===== config.mk =====
export PLATFORM = sky130hd
export DESIGN_NAME = ers_seq
export DESIGN_NICKNAME = d
export VERILOG_FILES = /design/src/ers_pkg.sv /design/src/ers_seq.sv
export SDC_FILE = /design/constraint.sdc
export NUM_CORES = 2
export LEC_CHECK = 0
export ABC_CLOCK_PERIOD_IN_PS = 24300
export BUFFER_PORTS_ARGS = -buffer_cell sky130_fd_sc_hd__buf_4
export CAP_MARGIN = 20
export CORE_UTILIZATION = 30
export CTS_CLUSTER_SIZE = 25
export DETAILED_ROUTE_END_ITERATION = 16
export MAX_ROUTING_LAYER = met4
export PLACE_DENSITY = 0.56
export SLEW_MARGIN = 20
export SYNTH_ARGS = -nofsm -noshare
export SYNTH_HDL_FRONTEND = slang
export SYNTH_SLANG_ARGS = --single-unit

===== constraint.sdc =====
create_clock -name mclk -period 24.3 [get_ports mclk]
set_input_delay 1.215 -clock mclk [delete_from_list [all_inputs] [get_ports mclk]]
set_output_delay 1.215 -clock mclk [all_outputs]
set_load 0.03 [all_outputs]

===== src/ers_pkg.sv =====
// constants and types for the enclave resume sequencer
// Functional notes
// - gp fault when wide mode differs from enclave attribute or fp save disabled
// - mask must be 03h without extended save, else subset of control register
// - gp fault when current frame index is zero
// - frame address = area offset + base + 4096*size*(index-1)
// - every extended-state page must pass all protected page checks, else page fault
// - register area sits at frame end minus its size; its page is checked too
// - outside wide mode, register area last byte must lie in data segment
// - target from saved pointer; canonical in wide mode, else within code limit
// - outside wide mode, thread segments must fit the data limit, wrap needs 4GB
// - in wide mode thread bases come from register area and must be canonical
// - gp fault when the thread is already active
// - protection supported but disabled: attributes and bitmap offset must be zero
// - with stacks or branch tracking on, flow save offset must be 16B aligned
// - flow save area page must be a valid shadow restore page of this enclave
// - check restored stack pointer range and alignment, tracker and reserved fields
// - restore extended state; on its fault mark thread inactive and gp fault
// - enter enclave mode, record range, save thread segments
// - restore listed flags, clear vm, restore if only at privilege level 3
// - with extended save on, save control register and load the feature mask
// - decrement current frame index on success
// - load thread segments: base, limit, type 1, s g b p set, selector 0bh; no s g b p outputs here
// - suppress breakpoints, handle trap flag on opt-out, clear pending debug events
package ers_pkg;
  localparam logic [7:0] A_CTRL   = 8'h00;
  localparam logic [7:0] A_STATUS = 8'h04;
  localparam logic [7:0] A_CFG    = 8'h08;
  localparam logic [7:0] A_FMASK  = 8'h0c;
  localparam logic [7:0] A_XCR    = 8'h10;
  localparam logic [7:0] A_FIDX   = 8'h14;
  localparam logic [7:0] A_FAREA  = 8'h18;
  localparam logic [7:0] A_BASE   = 8'h1c;
  localparam logic [7:0] A_FSIZE  = 8'h20;
  localparam logic [7:0] A_XSIZE  = 8'h24;
  localparam logic [7:0] A_OFSB   = 8'h28;
  localparam logic [7:0] A_OGSB   = 8'h2c;
  localparam logic [7:0] A_FSLIM  = 8'h30;
  localparam logic [7:0] A_GSLIM  = 8'h34;
  localparam logic [7:0] A_DSLIM  = 8'h38;
  localparam logic [7:0] A_CSLIM  = 8'h3c;
  localparam logic [7:0] A_OCET   = 8'h40;
  localparam logic [7:0] A_CETATR = 8'h44;
  localparam logic [7:0] A_LEGOFF = 8'h48;
  localparam logic [7:0] A_SIZE   = 8'h4c;
  localparam logic [7:0] A_FADDR  = 8'h50;
  localparam logic [7:0] A_SXCR   = 8'h54;
  localparam logic [7:0] A_FLAGS  = 8'h58;
  localparam logic [7:0] A_TARGET = 8'h5c;
  // cfg bits
  localparam int C_M64 = 0;
  localparam int C_WIDE = 1;
  localparam int C_FXSR = 2;
  localparam int C_XSAVE = 3;
  localparam int C_LEAF = 4;
  localparam int C_CR4CET = 5;
  localparam int C_ACTIVE = 6;
  localparam int C_DBGIN = 7;
  localparam int C_TRIN = 8;
  localparam int C_IOPL = 9;
  localparam int C_TF = 11;
  localparam int C_IF = 12;
  // status bits
  localparam int S_BUSY = 0;
  localparam int S_DONE = 1;
  localparam int S_GP = 2;
  localparam int S_PF = 3;
  localparam logic [31:0] PAGE_BYTES = 32'h00001000;
  localparam logic [31:0] PAGE_MASK  = 32'hfffff000;
  localparam logic [31:0] GPR_SIZE   = 32'h000000b8;
  localparam logic [31:0] FMASK_LEGACY = 32'h00000003;
  localparam logic [31:0] LIMIT_4G   = 32'hffffffff;
  localparam logic [31:0] FLAG_MASK  = 32'h00254cd5;
  localparam logic [31:0] FLAG_FIXED = 32'h00000002;
  localparam int PAGE_SHIFT = 12;
  localparam int FLOW_SHIFT = 4;
  localparam int IF_BIT = 9;
  localparam int TF_BIT = 8;
  localparam int IOPL_LO = 12;
  localparam logic [1:0] IOPL_TOP = 2'h3;
  localparam logic [15:0] TLS_SEL = 16'h000b;
  localparam logic [3:0] TLS_TYPE = 4'h1;
  localparam logic [1:0] RESP_OK = 2'h0;
  localparam logic [1:0] RESP_ERR = 2'h2;
  typedef enum logic [8:0] {
    ST_IDLE = 9'h001, ST_CHK = 9'h002, ST_XPG = 9'h004, ST_GPR = 9'h008,
    ST_SEG = 9'h010, ST_CPG = 9'h020, ST_CETV = 9'h040, ST_XRS = 9'h080,
    ST_DONE = 9'h100
  } ers_state_e;
endpackage


===== src/ers_seq.sv =====
// enclave resume sequencer with axi4-lite register access
//
// Chosen here: the register offsets and the AXI4-Lite register port.
`timescale 1ns/1ps
module ers_seq (
  // clock and reset
  input  wire logic        mclk,
  input  wire logic        rst_n,
  input  wire logic        ce,
  // axi4-lite slave
  input  wire logic [7:0]  s_awaddr,
  input  wire logic        s_awvalid,
  output logic             s_awready,
  input  wire logic [31:0] s_wdata,
  input  wire logic [3:0]  s_wstrb,
  input  wire logic        s_wvalid,
  output logic             s_wready,
  output logic [1:0]       s_bresp,
  output logic             s_bvalid,
  input  wire logic        s_bready,
  input  wire logic [7:0]  s_araddr,
  input  wire logic        s_arvalid,
  output logic             s_arready,
  output logic [31:0]      s_rdata,
  output logic [1:0]       s_rresp,
  output logic             s_rvalid,
  input  wire logic        s_rready,
  // protected page metadata lookup
  output logic             pg_req,
  output logic [31:0]      pg_addr,
  output logic             pg_shadow,
  input  wire logic        pg_ack,
  input  wire logic        pg_in_epc,
  input  wire logic        pg_valid,
  input  wire logic        pg_blocked,
  input  wire logic        pg_pending,
  input  wire logic        pg_modified,
  input  wire logic        pg_addr_match,
  input  wire logic        pg_regular,
  input  wire logic        pg_shadow_type,
  input  wire logic        pg_same_encl,
  input  wire logic        pg_read,
  input  wire logic        pg_write,
  // saved register area and flow save area contents
  input  wire logic [63:0] gpr_rip,
  input  wire logic [63:0] gpr_fsbase,
  input  wire logic [63:0] gpr_gsbase,
  input  wire logic [31:0] gpr_rflags,
  input  wire logic [63:0] flow_stack_ptr,
  input  wire logic        flow_wait_branch,
  input  wire logic        flow_suppress,
  input  wire logic        flow_rsvd_nz,
  // extended state restore
  output logic             xr_req,
  output logic [31:0]      xr_frame,
  output logic [31:0]      xr_mask,
  input  wire logic        xr_ack,
  input  wire logic        xr_fault,
  // resulting core state
  output logic             encl_mode,
  output logic [31:0]      rng_base,
  output logic [31:0]      rng_size,
  output logic             save_seg,
  output logic [63:0]      fs_base,
  output logic [63:0]      gs_base,
  output logic [31:0]      fs_limit,
  output logic [31:0]      gs_limit,
  output logic [15:0]      tls_sel,
  output logic [3:0]       tls_type,
  output logic             bp_out_sup,
  output logic             bp_in_sup,
  output logic             mtrap_sup,
  output logic             saved_tf,
  output logic             clr_dbg
);
  ers_pkg::ers_state_e state_reg;
  logic [31:0] cfg_reg, fmask_reg, xcr_reg, fidx_reg, farea_reg, base_reg, fsize_reg;
  logic [31:0] xsize_reg, ofsb_reg, ogsb_reg, fslim_reg, gslim_reg, dslim_reg;
  logic [31:0] cslim_reg, ocet_reg, cetatr_reg, legoff_reg, size_reg;
  logic [31:0] faddr_reg, sxcr_reg, flags_reg, target_reg, frame_reg, page_reg;
  logic [3:0]  status_reg;
  logic        start_w, m64, pg_ok, flow_on, gp_now, wr_go;
  logic [31:0] gpr_la, fsb, gsb, fsl, gsl, flow_la, rd_next;

  function automatic logic canon(input logic [63:0] a);
    canon = (a[63:47] == {17{a[47]}});
  endfunction

  ////////////////////////////////////////////////////////////////
  // address arithmetic
  assign m64 = cfg_reg[ers_pkg::C_M64];
  assign flow_on = cetatr_reg[0] | cetatr_reg[1];
  assign gpr_la = frame_reg + (fsize_reg << ers_pkg::PAGE_SHIFT) - ers_pkg::GPR_SIZE;
  assign fsb = ofsb_reg + base_reg;
  assign gsb = ogsb_reg + base_reg;
  assign fsl = fsb + fslim_reg;
  assign gsl = gsb + gslim_reg;
  assign flow_la = ocet_reg + base_reg + ((fidx_reg - 32'h1) << ers_pkg::FLOW_SHIFT);
  assign pg_ok = pg_in_epc & pg_valid & ~pg_blocked & ~pg_pending & ~pg_modified
               & pg_addr_match & pg_same_encl & pg_read & pg_write
               & (pg_shadow ? pg_shadow_type : pg_regular);

  // segment, target, thread and flow attribute checks, in order
  always_comb begin
    gp_now = 1'b0;
    if (!m64 && (gpr_la + ers_pkg::GPR_SIZE - 32'h1) > dslim_reg) gp_now = 1'b1;
    else if (m64 && !canon(gpr_rip)) gp_now = 1'b1;
    else if (!m64 && gpr_rip > {32'h0, cslim_reg}) gp_now = 1'b1;
    else if (!m64 && (fsl < fsb ? dslim_reg != ers_pkg::LIMIT_4G : fsl > dslim_reg))
      gp_now = 1'b1;
    else if (!m64 && (gsl < gsb ? dslim_reg != ers_pkg::LIMIT_4G : gsl > dslim_reg))
      gp_now = 1'b1;
    else if (m64 && (!canon(gpr_fsbase) || !canon(gpr_gsbase))) gp_now = 1'b1;
    else if (cfg_reg[ers_pkg::C_ACTIVE]) gp_now = 1'b1;
    else if (cfg_reg[ers_pkg::C_LEAF] && !cfg_reg[ers_pkg::C_CR4CET]
             && (cetatr_reg != 32'h0 || legoff_reg != 32'h0)) gp_now = 1'b1;
    else if (cfg_reg[ers_pkg::C_LEAF] && flow_on && ocet_reg[3:0] != 4'h0)
      gp_now = 1'b1;
  end

  ////////////////////////////////////////////////////////////////
  // sequencer
  assign pg_req = (state_reg == ers_pkg::ST_XPG) | (state_reg == ers_pkg::ST_GPR)
                | (state_reg == ers_pkg::ST_CPG);
  assign pg_shadow = (state_reg == ers_pkg::ST_CPG);
  assign pg_addr = (state_reg == ers_pkg::ST_GPR) ? (gpr_la & ers_pkg::PAGE_MASK)
                 : (state_reg == ers_pkg::ST_CPG) ? (flow_la & ers_pkg::PAGE_MASK) : page_reg;
  assign xr_req = (state_reg == ers_pkg::ST_XRS);
  assign xr_frame = frame_reg;
  assign xr_mask = fmask_reg;

  always_ff @(posedge mclk or negedge rst_n) begin
    if (!rst_n) begin
      state_reg <= ers_pkg::ST_IDLE;
      status_reg <= 4'h0;
      frame_reg <= 32'h0;
      page_reg <= 32'h0;
      faddr_reg <= 32'h0;
    end else if (ce) begin
      case (state_reg)
        ers_pkg::ST_IDLE: begin
          if (start_w) begin
            state_reg <= ers_pkg::ST_CHK;
            status_reg <= 4'h1;
          end
        end
        ers_pkg::ST_CHK: begin
          frame_reg <= farea_reg + base_reg
                     + ((fsize_reg * (fidx_reg - 32'h1)) << ers_pkg::PAGE_SHIFT);
          page_reg <= farea_reg + base_reg
                    + ((fsize_reg * (fidx_reg - 32'h1)) << ers_pkg::PAGE_SHIFT);
          state_reg <= ers_pkg::ST_XPG;
          if (cfg_reg[ers_pkg::C_M64] != cfg_reg[ers_pkg::C_WIDE]
              || !cfg_reg[ers_pkg::C_FXSR]
              || (!cfg_reg[ers_pkg::C_XSAVE] && fmask_reg != ers_pkg::FMASK_LEGACY)
              || (cfg_reg[ers_pkg::C_XSAVE] && (fmask_reg & xcr_reg) != fmask_reg)
              || fidx_reg == 32'h0) begin
            state_reg <= ers_pkg::ST_IDLE;
            status_reg <= 4'h4;
          end
        end
        ers_pkg::ST_XPG: begin
          if (pg_ack) begin
            if (!pg_ok) begin
              state_reg <= ers_pkg::ST_IDLE;
              status_reg <= 4'h8;
              faddr_reg <= page_reg;
            end else if (page_reg + ers_pkg::PAGE_BYTES >= frame_reg + xsize_reg)
              state_reg <= ers_pkg::ST_GPR;
            page_reg <= page_reg + ers_pkg::PAGE_BYTES;
          end
        end
        ers_pkg::ST_GPR: begin
          if (pg_ack) begin
            state_reg <= ers_pkg::ST_SEG;
            if (!pg_ok) begin
              state_reg <= ers_pkg::ST_IDLE;
              status_reg <= 4'h8;
              faddr_reg <= gpr_la;
            end
          end
        end
        ers_pkg::ST_SEG: begin
          if (gp_now) begin
            state_reg <= ers_pkg::ST_IDLE;
            status_reg <= 4'h4;
          end else if (cfg_reg[ers_pkg::C_LEAF] && flow_on)
            state_reg <= ers_pkg::ST_CPG;
          else
            state_reg <= ers_pkg::ST_XRS;
        end
        ers_pkg::ST_CPG: begin
          if (pg_ack) begin
            state_reg <= ers_pkg::ST_CETV;
            if (!pg_ok) begin
              state_reg <= ers_pkg::ST_IDLE;
              status_reg <= 4'h8;
              faddr_reg <= flow_la & ers_pkg::PAGE_MASK;
            end
          end
        end
        ers_pkg::ST_CETV: begin
          state_reg <= ers_pkg::ST_XRS;
          if ((m64 && !canon(flow_stack_ptr)) || (!m64 && flow_stack_ptr[63:32] != 32'h0)
              || flow_stack_ptr[1:0] != 2'h0 || (flow_wait_branch && flow_suppress)
              || flow_rsvd_nz) begin
            state_reg <= ers_pkg::ST_IDLE;
            status_reg <= 4'h4;
          end
        end
        ers_pkg::ST_XRS: begin
          if (xr_ack) begin
            state_reg <= xr_fault ? ers_pkg::ST_IDLE : ers_pkg::ST_DONE;
            if (xr_fault) status_reg <= 4'h4;
          end
        end
        ers_pkg::ST_DONE: begin
          state_reg <= ers_pkg::ST_IDLE;
          status_reg <= 4'h2;
        end
        default: state_reg <= ers_pkg::ST_IDLE;
      endcase
    end
  end

  ////////////////////////////////////////////////////////////////
  // commit of the resumed context
  assign save_seg = (state_reg == ers_pkg::ST_DONE);
  assign clr_dbg = (state_reg == ers_pkg::ST_DONE);
  assign rng_base = base_reg;
  assign rng_size = size_reg;

  always_ff @(posedge mclk or negedge rst_n) begin
    if (!rst_n) begin
      encl_mode <= 1'b0;
      fs_base <= 64'h0;
      gs_base <= 64'h0;
      fs_limit <= 32'h0;
      gs_limit <= 32'h0;
      tls_sel <= 16'h0;
      tls_type <= 4'h0;
      bp_out_sup <= 1'b0;
      bp_in_sup <= 1'b0;
      mtrap_sup <= 1'b0;
      saved_tf <= 1'b0;
      flags_reg <= ers_pkg::FLAG_FIXED;
      target_reg <= 32'h0;
      sxcr_reg <= 32'h0;
    end else if (ce && state_reg == ers_pkg::ST_DONE) begin
      encl_mode <= 1'b1;
      fs_base <= m64 ? gpr_fsbase : {32'h0, fsb};
      gs_base <= m64 ? gpr_gsbase : {32'h0, gsb};
      fs_limit <= fslim_reg;
      gs_limit <= gslim_reg;
      tls_sel <= ers_pkg::TLS_SEL;
      tls_type <= ers_pkg::TLS_TYPE;
      target_reg <= gpr_rip[31:0];
      bp_out_sup <= 1'b1;
      bp_in_sup <= ~cfg_reg[ers_pkg::C_DBGIN];
      mtrap_sup <= ~cfg_reg[ers_pkg::C_DBGIN];
      saved_tf <= cfg_reg[ers_pkg::C_DBGIN] ? saved_tf : cfg_reg[ers_pkg::C_TF];
      flags_reg <= (gpr_rflags & ers_pkg::FLAG_MASK) | ers_pkg::FLAG_FIXED
        | ({30'h0, cfg_reg[ers_pkg::C_IOPL +: 2]} << ers_pkg::IOPL_LO)
        | ({31'h0, (cfg_reg[ers_pkg::C_IOPL +: 2] == ers_pkg::IOPL_TOP)
            ? gpr_rflags[ers_pkg::IF_BIT] : cfg_reg[ers_pkg::C_IF]} << ers_pkg::IF_BIT)
        | ({31'h0, cfg_reg[ers_pkg::C_TF] & cfg_reg[ers_pkg::C_TRIN]
            & cfg_reg[ers_pkg::C_DBGIN]} << ers_pkg::TF_BIT);
      if (cfg_reg[ers_pkg::C_XSAVE]) sxcr_reg <= xcr_reg;
    end
  end

  ////////////////////////////////////////////////////////////////
  // axi4-lite slave
  assign wr_go = ce & s_awvalid & s_wvalid & ~s_bvalid;
  assign s_awready = wr_go;
  assign s_wready = wr_go;
  assign s_arready = ce & ~s_rvalid;
  assign start_w = wr_go && s_awaddr == ers_pkg::A_CTRL && s_wstrb[0] && s_wdata[0];

  always_ff @(posedge mclk or negedge rst_n) begin
    if (!rst_n) begin
      cfg_reg <= 32'h0; fmask_reg <= 32'h0; xcr_reg <= 32'h0; fidx_reg <= 32'h0;
      farea_reg <= 32'h0; base_reg <= 32'h0; fsize_reg <= 32'h0; xsize_reg <= 32'h0;
      ofsb_reg <= 32'h0; ogsb_reg <= 32'h0; fslim_reg <= 32'h0; gslim_reg <= 32'h0;
      dslim_reg <= 32'h0; cslim_reg <= 32'h0; ocet_reg <= 32'h0; cetatr_reg <= 32'h0;
      legoff_reg <= 32'h0; size_reg <= 32'h0; xcr_reg <= 32'h0;
    end else if (ce) begin
      if (wr_go && state_reg == ers_pkg::ST_IDLE) begin
        case (s_awaddr)
          ers_pkg::A_CFG:    cfg_reg <= s_wdata;
          ers_pkg::A_FMASK:  fmask_reg <= s_wdata;
          ers_pkg::A_XCR:    xcr_reg <= s_wdata;
          ers_pkg::A_FIDX:   fidx_reg <= s_wdata;
          ers_pkg::A_FAREA:  farea_reg <= s_wdata;
          ers_pkg::A_BASE:   base_reg <= s_wdata;
          ers_pkg::A_FSIZE:  fsize_reg <= s_wdata;
          ers_pkg::A_XSIZE:  xsize_reg <= s_wdata;
          ers_pkg::A_OFSB:   ofsb_reg <= s_wdata;
          ers_pkg::A_OGSB:   ogsb_reg <= s_wdata;
          ers_pkg::A_FSLIM:  fslim_reg <= s_wdata;
          ers_pkg::A_GSLIM:  gslim_reg <= s_wdata;
          ers_pkg::A_DSLIM:  dslim_reg <= s_wdata;
          ers_pkg::A_CSLIM:  cslim_reg <= s_wdata;
          ers_pkg::A_OCET:   ocet_reg <= s_wdata;
          ers_pkg::A_CETATR: cetatr_reg <= s_wdata;
          ers_pkg::A_LEGOFF: legoff_reg <= s_wdata;
          ers_pkg::A_SIZE:   size_reg <= s_wdata;
          default: ;
        endcase
      end
      if (state_reg == ers_pkg::ST_XRS && xr_ack && xr_fault)
        cfg_reg[ers_pkg::C_ACTIVE] <= 1'b0;
      if (state_reg == ers_pkg::ST_DONE) begin
        fidx_reg <= fidx_reg - 32'h1;
        if (cfg_reg[ers_pkg::C_XSAVE]) xcr_reg <= fmask_reg;
      end
    end
  end

  always_comb begin
    case (s_araddr)
      ers_pkg::A_STATUS: rd_next = {28'h0, status_reg};
      ers_pkg::A_CFG:    rd_next = cfg_reg;
      ers_pkg::A_FMASK:  rd_next = fmask_reg;
      ers_pkg::A_XCR:    rd_next = xcr_reg;
      ers_pkg::A_FIDX:   rd_next = fidx_reg;
      ers_pkg::A_FAREA:  rd_next = farea_reg;
      ers_pkg::A_BASE:   rd_next = base_reg;
      ers_pkg::A_FSIZE:  rd_next = fsize_reg;
      ers_pkg::A_XSIZE:  rd_next = xsize_reg;
      ers_pkg::A_OFSB:   rd_next = ofsb_reg;
      ers_pkg::A_OGSB:   rd_next = ogsb_reg;
      ers_pkg::A_FSLIM:  rd_next = fslim_reg;
      ers_pkg::A_GSLIM:  rd_next = gslim_reg;
      ers_pkg::A_DSLIM:  rd_next = dslim_reg;
      ers_pkg::A_CSLIM:  rd_next = cslim_reg;
      ers_pkg::A_OCET:   rd_next = ocet_reg;
      ers_pkg::A_CETATR: rd_next = cetatr_reg;
      ers_pkg::A_LEGOFF: rd_next = legoff_reg;
      ers_pkg::A_SIZE:   rd_next = size_reg;
      ers_pkg::A_FADDR:  rd_next = faddr_reg;
      ers_pkg::A_SXCR:   rd_next = sxcr_reg;
      ers_pkg::A_FLAGS:  rd_next = flags_reg;
      ers_pkg::A_TARGET: rd_next = target_reg;
      default:           rd_next = 32'h0;
    endcase
  end

  always_ff @(posedge mclk or negedge rst_n) begin
    if (!rst_n) begin
      s_bvalid <= 1'b0;
      s_bresp <= ers_pkg::RESP_OK;
      s_rvalid <= 1'b0;
      s_rdata <= 32'h0;
      s_rresp <= ers_pkg::RESP_OK;
    end else if (ce) begin
      if (wr_go) begin
        s_bvalid <= 1'b1;
        s_bresp <= (s_awaddr > ers_pkg::A_TARGET || s_awaddr[1:0] != 2'h0)
                   ? ers_pkg::RESP_ERR : ers_pkg::RESP_OK;
      end else if (s_bready) s_bvalid <= 1'b0;
      if (s_arvalid && !s_rvalid) begin
        s_rvalid <= 1'b1;
        s_rdata <= rd_next;
        s_rresp <= (s_araddr > ers_pkg::A_TARGET || s_araddr[1:0] != 2'h0)
                   ? ers_pkg::RESP_ERR : ers_pkg::RESP_OK;
      end else if (s_rready) s_rvalid <= 1'b0;
    end
  end
endmodule


Yosys cells after proc, flatten, opt, wreduce, memory -nomap -nowiden

Index checks and enable logic that the tools add are counted.

Register bits after elaboration: 1015
Input port bits: 365
Output and inout bits: 423
Word-level logic and storage cells: 326

$add $sub $neg: 15
Multiply operators: 1
Order comparisons: 9
Eq/ne operators: 74
Multiplexer cells: 67
Bitwise operators: 28
Reductions and logical operators: 92

Operators by type and width:

| operator                 | count |
|---|---|
| $pmux W32 S23            | 1 |
| $mux W32                 | 16 |
| $add A32 B32 Y32         | 10 |
| $eq A8 B6 Y1 const B     | 16 |
| $mux W64                 | 2 |
| $eq A8 B7 Y1 const B     | 12 |
| $gt A32 B32 Y1           | 3 |
| $pmux W32 S3             | 1 |
| $reduce_bool A32 Y1      | 3 |
| $mux W9                  | 8 |
| $pmux W9 S8              | 1 |
| $eq A16 B16 Y1           | 4 |
| $eq A8 B5 Y1 const B     | 8 |
| $gt A64 B32 Y1           | 1 |
| $lt A32 B32 Y1           | 2 |
| $pmux W32 S2             | 1 |
| $sub A32 B1 Y32 const B  | 2 |
| $reduce_and A3 Y1        | 19 |
| $add A32 B13 Y32 const B | 1 |
| $add A32 B8 Y32 const B  | 1 |
| $and A32 B32 Y32         | 1 |
| $eq A8 B4 Y1 const B     | 4 |
| $ge A32 B32 Y1           | 1 |
| $logic_not A32 Y1        | 1 |
| 48 further kinds         | 167 |

Depth between registers and ports, before layout

Depth after elaboration: 14
Depth in mapped cells: 42
Gate-level depth less buffers: 39

Worst setup path before layout

Ideal clock, no wire load.

Path type: reg-to-reg
Start: reg fidx_reg[0]
End: reg page_reg[31]
Library setup time: 0.083 ns
Arrival: 9.751 ns
Required time: 24.217 ns
Setup slack: 14.466 ns
Cell stages (with the launch flop): 40
Path buffers: 2
Clock period less this slack: 9.834 ns
Path through: dfrtp_1 > clkbuf_1 > inv_1 > buf_1 > ha_1 > or4b_4 > nor4b_2 > xor2_1 > clkinv_1 > nor2_1 > fa_1 > inv_1 > fa_1 > fa_1 > fa_1 > inv_1 > fa_1 > fa_1 > (+4 left out) > a21o_1 > a21oi_1 > nor3b_1 > a31oi_1 > nand3_1 > a311oi_1 > fa_1 > xor2_1 > xnor2_1 > xnor2_1 > xnor2_1 > xnor2_1 > xnor3_1 > xnor3_1 > xor2_1 > xnor2_1 > o21ba_1 > o22ai_1

Cells in the longest elaborated chain, start to end: 4

RTL lines:

| item                     | line           | text |
|---|---|---|
| start: declaration       | ers_seq.sv:77  | `logic [31:0] cfg_reg, fmask_reg, xcr_reg, fidx_reg, farea_reg, base_reg, fsize_reg;` |
| start signal: assignment | ers_seq.sv:293 | `ers_pkg::A_FIDX: fidx_reg <= s_wdata;` |
| start signal: assignment | ers_seq.sv:314 | `fidx_reg <= fidx_reg - 32'h1;` |
| $sub A32 B1 Y32          | ers_seq.sv:151 | `+ ((fsize_reg * (fidx_reg - 32'h1)) << ers_pkg::PAGE_SHIFT);` |
| $mul A32 B32 Y20         | ers_seq.sv:151 |  |
| $add A32 B32 Y32         | ers_seq.sv:151 |  |
| $pmux W32 S2             | ers_seq.sv:140 | `case (state_reg)` |
| end signal: assignment   | ers_seq.sv:150 | `page_reg <= farea_reg + base_reg` |
| end signal: assignment   | ers_seq.sv:170 | `page_reg <= page_reg + ers_pkg::PAGE_BYTES;` |
| end: declaration         | ers_seq.sv:80  | `logic [31:0] faddr_reg, sxcr_reg, flags_reg, target_reg, frame_reg, page_reg;` |

No other way between the ends.
A chain may end at the register's enable or synchronous reset.

Final worst setup path

Start: reg base_reg[0] (netlist: rng_base[0])
End: reg status_reg[2]

Cells in the longest elaborated chain, start to end: 12
Elaborated cells on any way between the ends: 19
Classes of those cells: add/sub (4); order compare (4); eq/ne (1); mux (7); reduce/logical (3)

RTL lines:

| item                                             | line           | text |
|---|---|---|
| start: declaration                               | ers_seq.sv:77  |  |
| start signal: assignment                         | ers_seq.sv:295 | `ers_pkg::A_BASE: base_reg <= s_wdata;` |
| $add A32 B32 Y32                                 | ers_seq.sv:95  | `assign gsb = ogsb_reg + base_reg;` |
| $add A32 B32 Y32                                 | ers_seq.sv:97  | `assign gsl = gsb + gslim_reg;` |
| $gt A32 B32 Y1 or $lt A32 B32 Y1 (tied branches) | ers_seq.sv:111 | `else if (!m64 && (gsl < gsb ? dslim_reg != ers_pkg::LIMIT_4G : gsl > dslim_reg))` |
| $mux W1                                          | ers_seq.sv:111 |  |
| $logic_and A1 B1 Y1                              | ers_seq.sv:111 |  |
| $mux W1                                          | ers_seq.sv:111 |  |
| $mux W1 (*)                                      | ers_seq.sv:109 | `else if (!m64 && (fsl < fsb ? dslim_reg != ers_pkg::LIMIT_4G : fsl > dslim_reg))` |
| $mux W1 (*)                                      | ers_seq.sv:108 | `else if (!m64 && gpr_rip > {32'h0, cslim_reg}) gp_now = 1'b1;` |
| $mux W1 (*)                                      | ers_seq.sv:107 | `else if (m64 && !canon(gpr_rip)) gp_now = 1'b1;` |
| $mux W1 (*)                                      | ers_seq.sv:106 | `if (!m64 && (gpr_la + ers_pkg::GPR_SIZE - 32'h1) > dslim_reg) gp_now = 1'b1;` |
| $ne A2 B2 Y1 (no line) (*)                       | -              |  |
| $reduce_and A10 Y1 (no line) (*)                 | -              |  |
| end signal: assignment                           | ers_seq.sv:135 | `status_reg <= 4'h0;` |
| end signal: assignment                           | ers_seq.sv:144 | `status_reg <= 4'h1;` |
| end signal: assignment                           | ers_seq.sv:159 | `status_reg <= 4'h4;` |
| end: declaration                                 | ers_seq.sv:81  | `logic [3:0] status_reg;` |

Every way passes the cells marked *; elsewhere a longest branch is shown, timed or not.

==> metrics.md <==
| Metric | Value |
|---|---|
| Hold/Removal Path Class | `primary input to async pin` |
| Fraction of layout cells with a size suffix above 1 | `20.81%` |
| Core ar. | `232,300 um2` |
| Initial antenna violation count | `54` |
| Setup bufs post-CTS | `0` |
| Crit path DAT | `12.40 ns` |
| Worst skew pair latency | `0.83 ns` |
| GPL Wtd Cong | `1.056` |
| Number of global-route vias before repair | `61,920` |
| Post-synth EDFFs | `0` |
| Yosys cell types | `90` |
| Detail-routed via count per cell | `5.759` |
| Leak | `0.04254 uW` |
| Setup CP Type | `register to register` |
| CTS resizes | `0` |
| Min Tclk post-route | `11.70 ns` |
| Worst R2R Path Depth | `34` |
| Crit-path slowest cell | `a221oi_1` |
| Pwr Total | `5370 uW` |
| Yosys warnings | `0` |
| IO Port Bufs | `716` |
| Final Hold Viols | `0` |
| Crit path launch type | `register` |
| Fin nets | `9,289` |
| Wire per inst | `32.25 um` |
| Synth Register Bits | `995` |
| Die height | `485.3 um` |
| Synthesized cell area | `70,060 um2` |
| Post-Synthesis Cells | `7,554` |
| Worst path max stage delay | `1.00 ns` |
| Synth Area in Adders | `15.56%` |
| Largest family of logic cells by synthesized area | `adder cells` |
| Ys async rst share | `100.0%` |
| RSZ-0062 raised after global routing | `no` |
| Share of power burned in registers | `32.9%` |
| Worst hold slack | `0.3553 ns` |
| Largest net degree at the start of global routing | `179` |
| Psw | `2069 uW` |
| Dominant synthesized flop cell | `dfrtp_1` |
| P_int | `3301 uW` |
| Crit Path Max Fanout | `7` |
| Fmax | `0.08544 GHz` |
| Gate power share | `31.9%` |
| Clock Skews | `0.05797 ns` |
| Vias | `65,350` |
| Worst setup margin | `12.60 ns` |
| First-pass GRT wire length | `498,000 um` |
| Clock network power share | `35.2%` |
| Ratio of final minimum period to clock period | `48.16%` |
| Final setup fails | `0` |
| GR Util All Layers | `31.08%` |
| DRC violations left | `0` |
| Largest registers | `fs_base x64, gs_base x64` |
| Crit path capture type | `register` |
| Simple-gate share of the synthesized area | `14.77%` |
| Synth Area per Inst | `9.275 um2` |
| Xor and xnor fraction of the mapped netlist area | `4.209%` |
| DRT Pass-1 Iters | `9` |
| PwrDens | `64.52 nW/um2` |
| Placement row count | `177` |
| Routed WL | `366,000 um` |
| Most frequent CP cell | `o21ai_0` |
| Die width | `485.3 um` |
| Multiplexer share of the synthesized area | `9.251%` |
| Layout Area Growth over Synthesis | `18.80%` |
| CTS Sinks | `995` |
| Clock slew at reported path FFs | `0.06 ns` |
| Io pins | `788` |
| Drt initial violations | `8,343` |
| TritonCTS clock tree | `done` |
| Status | `finished clean` |
| Overflow after GRT | `0` |
| Clock Path Buffers | `3` |
| WP data required | `24.99 ns` |
| Synth Area in Compound Gates | `14.81%` |
| Routed Antenna Nets | `0` |
| Seq/Total Area, Yosys | `35.54%` |
| DP Worst Slack | `13.13 ns` |
| Detailed placement HPWL | `284,300 um` |
| Max-slew violations | `0` |
| Peak supply drop | `0.00008677 V` |
| Root Buffer Master | `clkbuf_16` |
| CTS H-tree lvls | `3` |
| Setup_tns | `0 ns` |
| Max-cap viol count | `0` |
| Relative slew slack | `10.50%` |
| Switch share | `38.53%` |
| CTS Buf Count | `119` |
| Starting Density | `30.16%` |
| Slew @ Worst Pin | `1.328 ns` |
| Hold buffers post-CTS | `0` |
| Die area | `235,500 um2` |
power groups by stage:
stage               clock, uW  sequential, uW  combinational (uW)
finish                   1890            1770                1710
global route             1970            1770                1770
CTS                      1910            1770                1640
detailed placement          0            1790                1640
global placement            0            1790                1600
floorplan                   0            1790                 873
path summary, 6_finish.rpt:
check	start	end	slack, ns
max	rng_base[0]	status_reg[2]	12.60
min	rst_n	fs_base[0]	0.36
max reg2reg	rng_base[0]	status_reg[2]	12.60
min reg2reg	fs_limit[3]	fs_limit[3]	0.46
max in group asynchronous	rst_n	s_rresp[1]	19.90
min in group mclk	fs_limit[3]	fs_limit[3]	0.46
layout by cell type (no fill, tap or decap), types with 113 or more instances in the layout:
| cell | instances |
|---|---|
| fa_1 | 189 |
| o21ai_0 | 379 |
| ha_1 | 569 |
| xnor2_1 | 192 |
| xor2_1 | 122 |
| a21oi_1 | 373 |
| clkbuf_16 | 120 |
| dfrtp_1 | 993 |
| a21o_1 | 150 |
| buf_4 | 860 |
| nand2_1 | 936 |
| mux2_2 | 548 |
| nand3_1 | 220 |
| inv_1 | 652 |
| nor3_1 | 113 |
| a22oi_1 | 268 |
| nor2_1 | 426 |
critical path: cells and delay by family, from the launching register on:
family / cells / cell delay (ns)
AO/OA/AOI/OAI: 19 / 6.75
AND/OR/NAND/NOR: 5 / 1.73
adder cells (fa/ha/maj): 4 / 1.23
XOR/XNOR: 3 / 0.86
flip-flops: 1 / 0.53
multiplexers: 1 / 0.30
buffers and inverters: 2 / 0.19
layer usage:
metal,track usage [%],routed length (um),vias to the layer above
li1,-,-,27760
met1,39.60,149000,32820
met2,42.65,149500,3858
met3,7.710,36400,914
met4,22.02,31120,0
met5,-,0,-
cell usage after synthesis, drive strengths merged, types with 75 or more instances:
| cell | count | area share [%] |
|---|---|---|
| a21o | 150 | 1.6 |
| a21oi | 375 | 2.7 |
| a22oi | 268 | 2.9 |
| buf | 146 | 1.0 |
| clkbuf | 245 | 1.3 |
| dfrtp | 994 | 36 |
| fa | 189 | 5.4 |
| ha | 569 | 10 |
| inv | 654 | 3.5 |
| mux2 | 548 | 8.8 |
| nand2 | 940 | 5.0 |
| nand3 | 221 | 1.6 |
| nand4 | 107 | 0.96 |
| nor2 | 450 | 2.4 |
| nor3 | 117 | 0.85 |
| nor4 | 75 | 0.72 |
| o21ai | 380 | 2.7 |
| xnor2 | 194 | 2.4 |
| xor2 | 123 | 1.5 |
cell type report:
class                           instances  area (um2)
Antenna cell                           42       105.1
Multi-Input combinational cell       5525       41340
Inverter                              660        2477
Timing Repair Buffer                  865        6550
Sequential cell                       995       24900
Tap cell                             3043        3807
Fill cell                           23740      149100
Clock buffer                          162        3411
Clock inverter                         57       634.4
cell families (layout without fill, tap and decap cells):
group,count (synthesis),in the layout
AND/OR/NAND/NOR,2236,2236
multiplexers,579,579
other,1,60
adder cells (fa/ha/maj),758,758
buffers and inverters,1051,1744
XOR/XNOR,324,324
AO/OA/AOI/OAI,1610,1610
flip-flops,995,995
stage by stage:
stage          area (um2)  std cells  utilization (%)
3_3_place_gp        79040      11090            34.02
4_1_cts             83080      11310            35.76
5_1_grt             83210      11340            35.82
2_1_floorplan       70120       7571                -
3_5_place_dp        79040      11090            34.02
6_report            83230      11350            35.83
(Power assumes the default switching activity.)
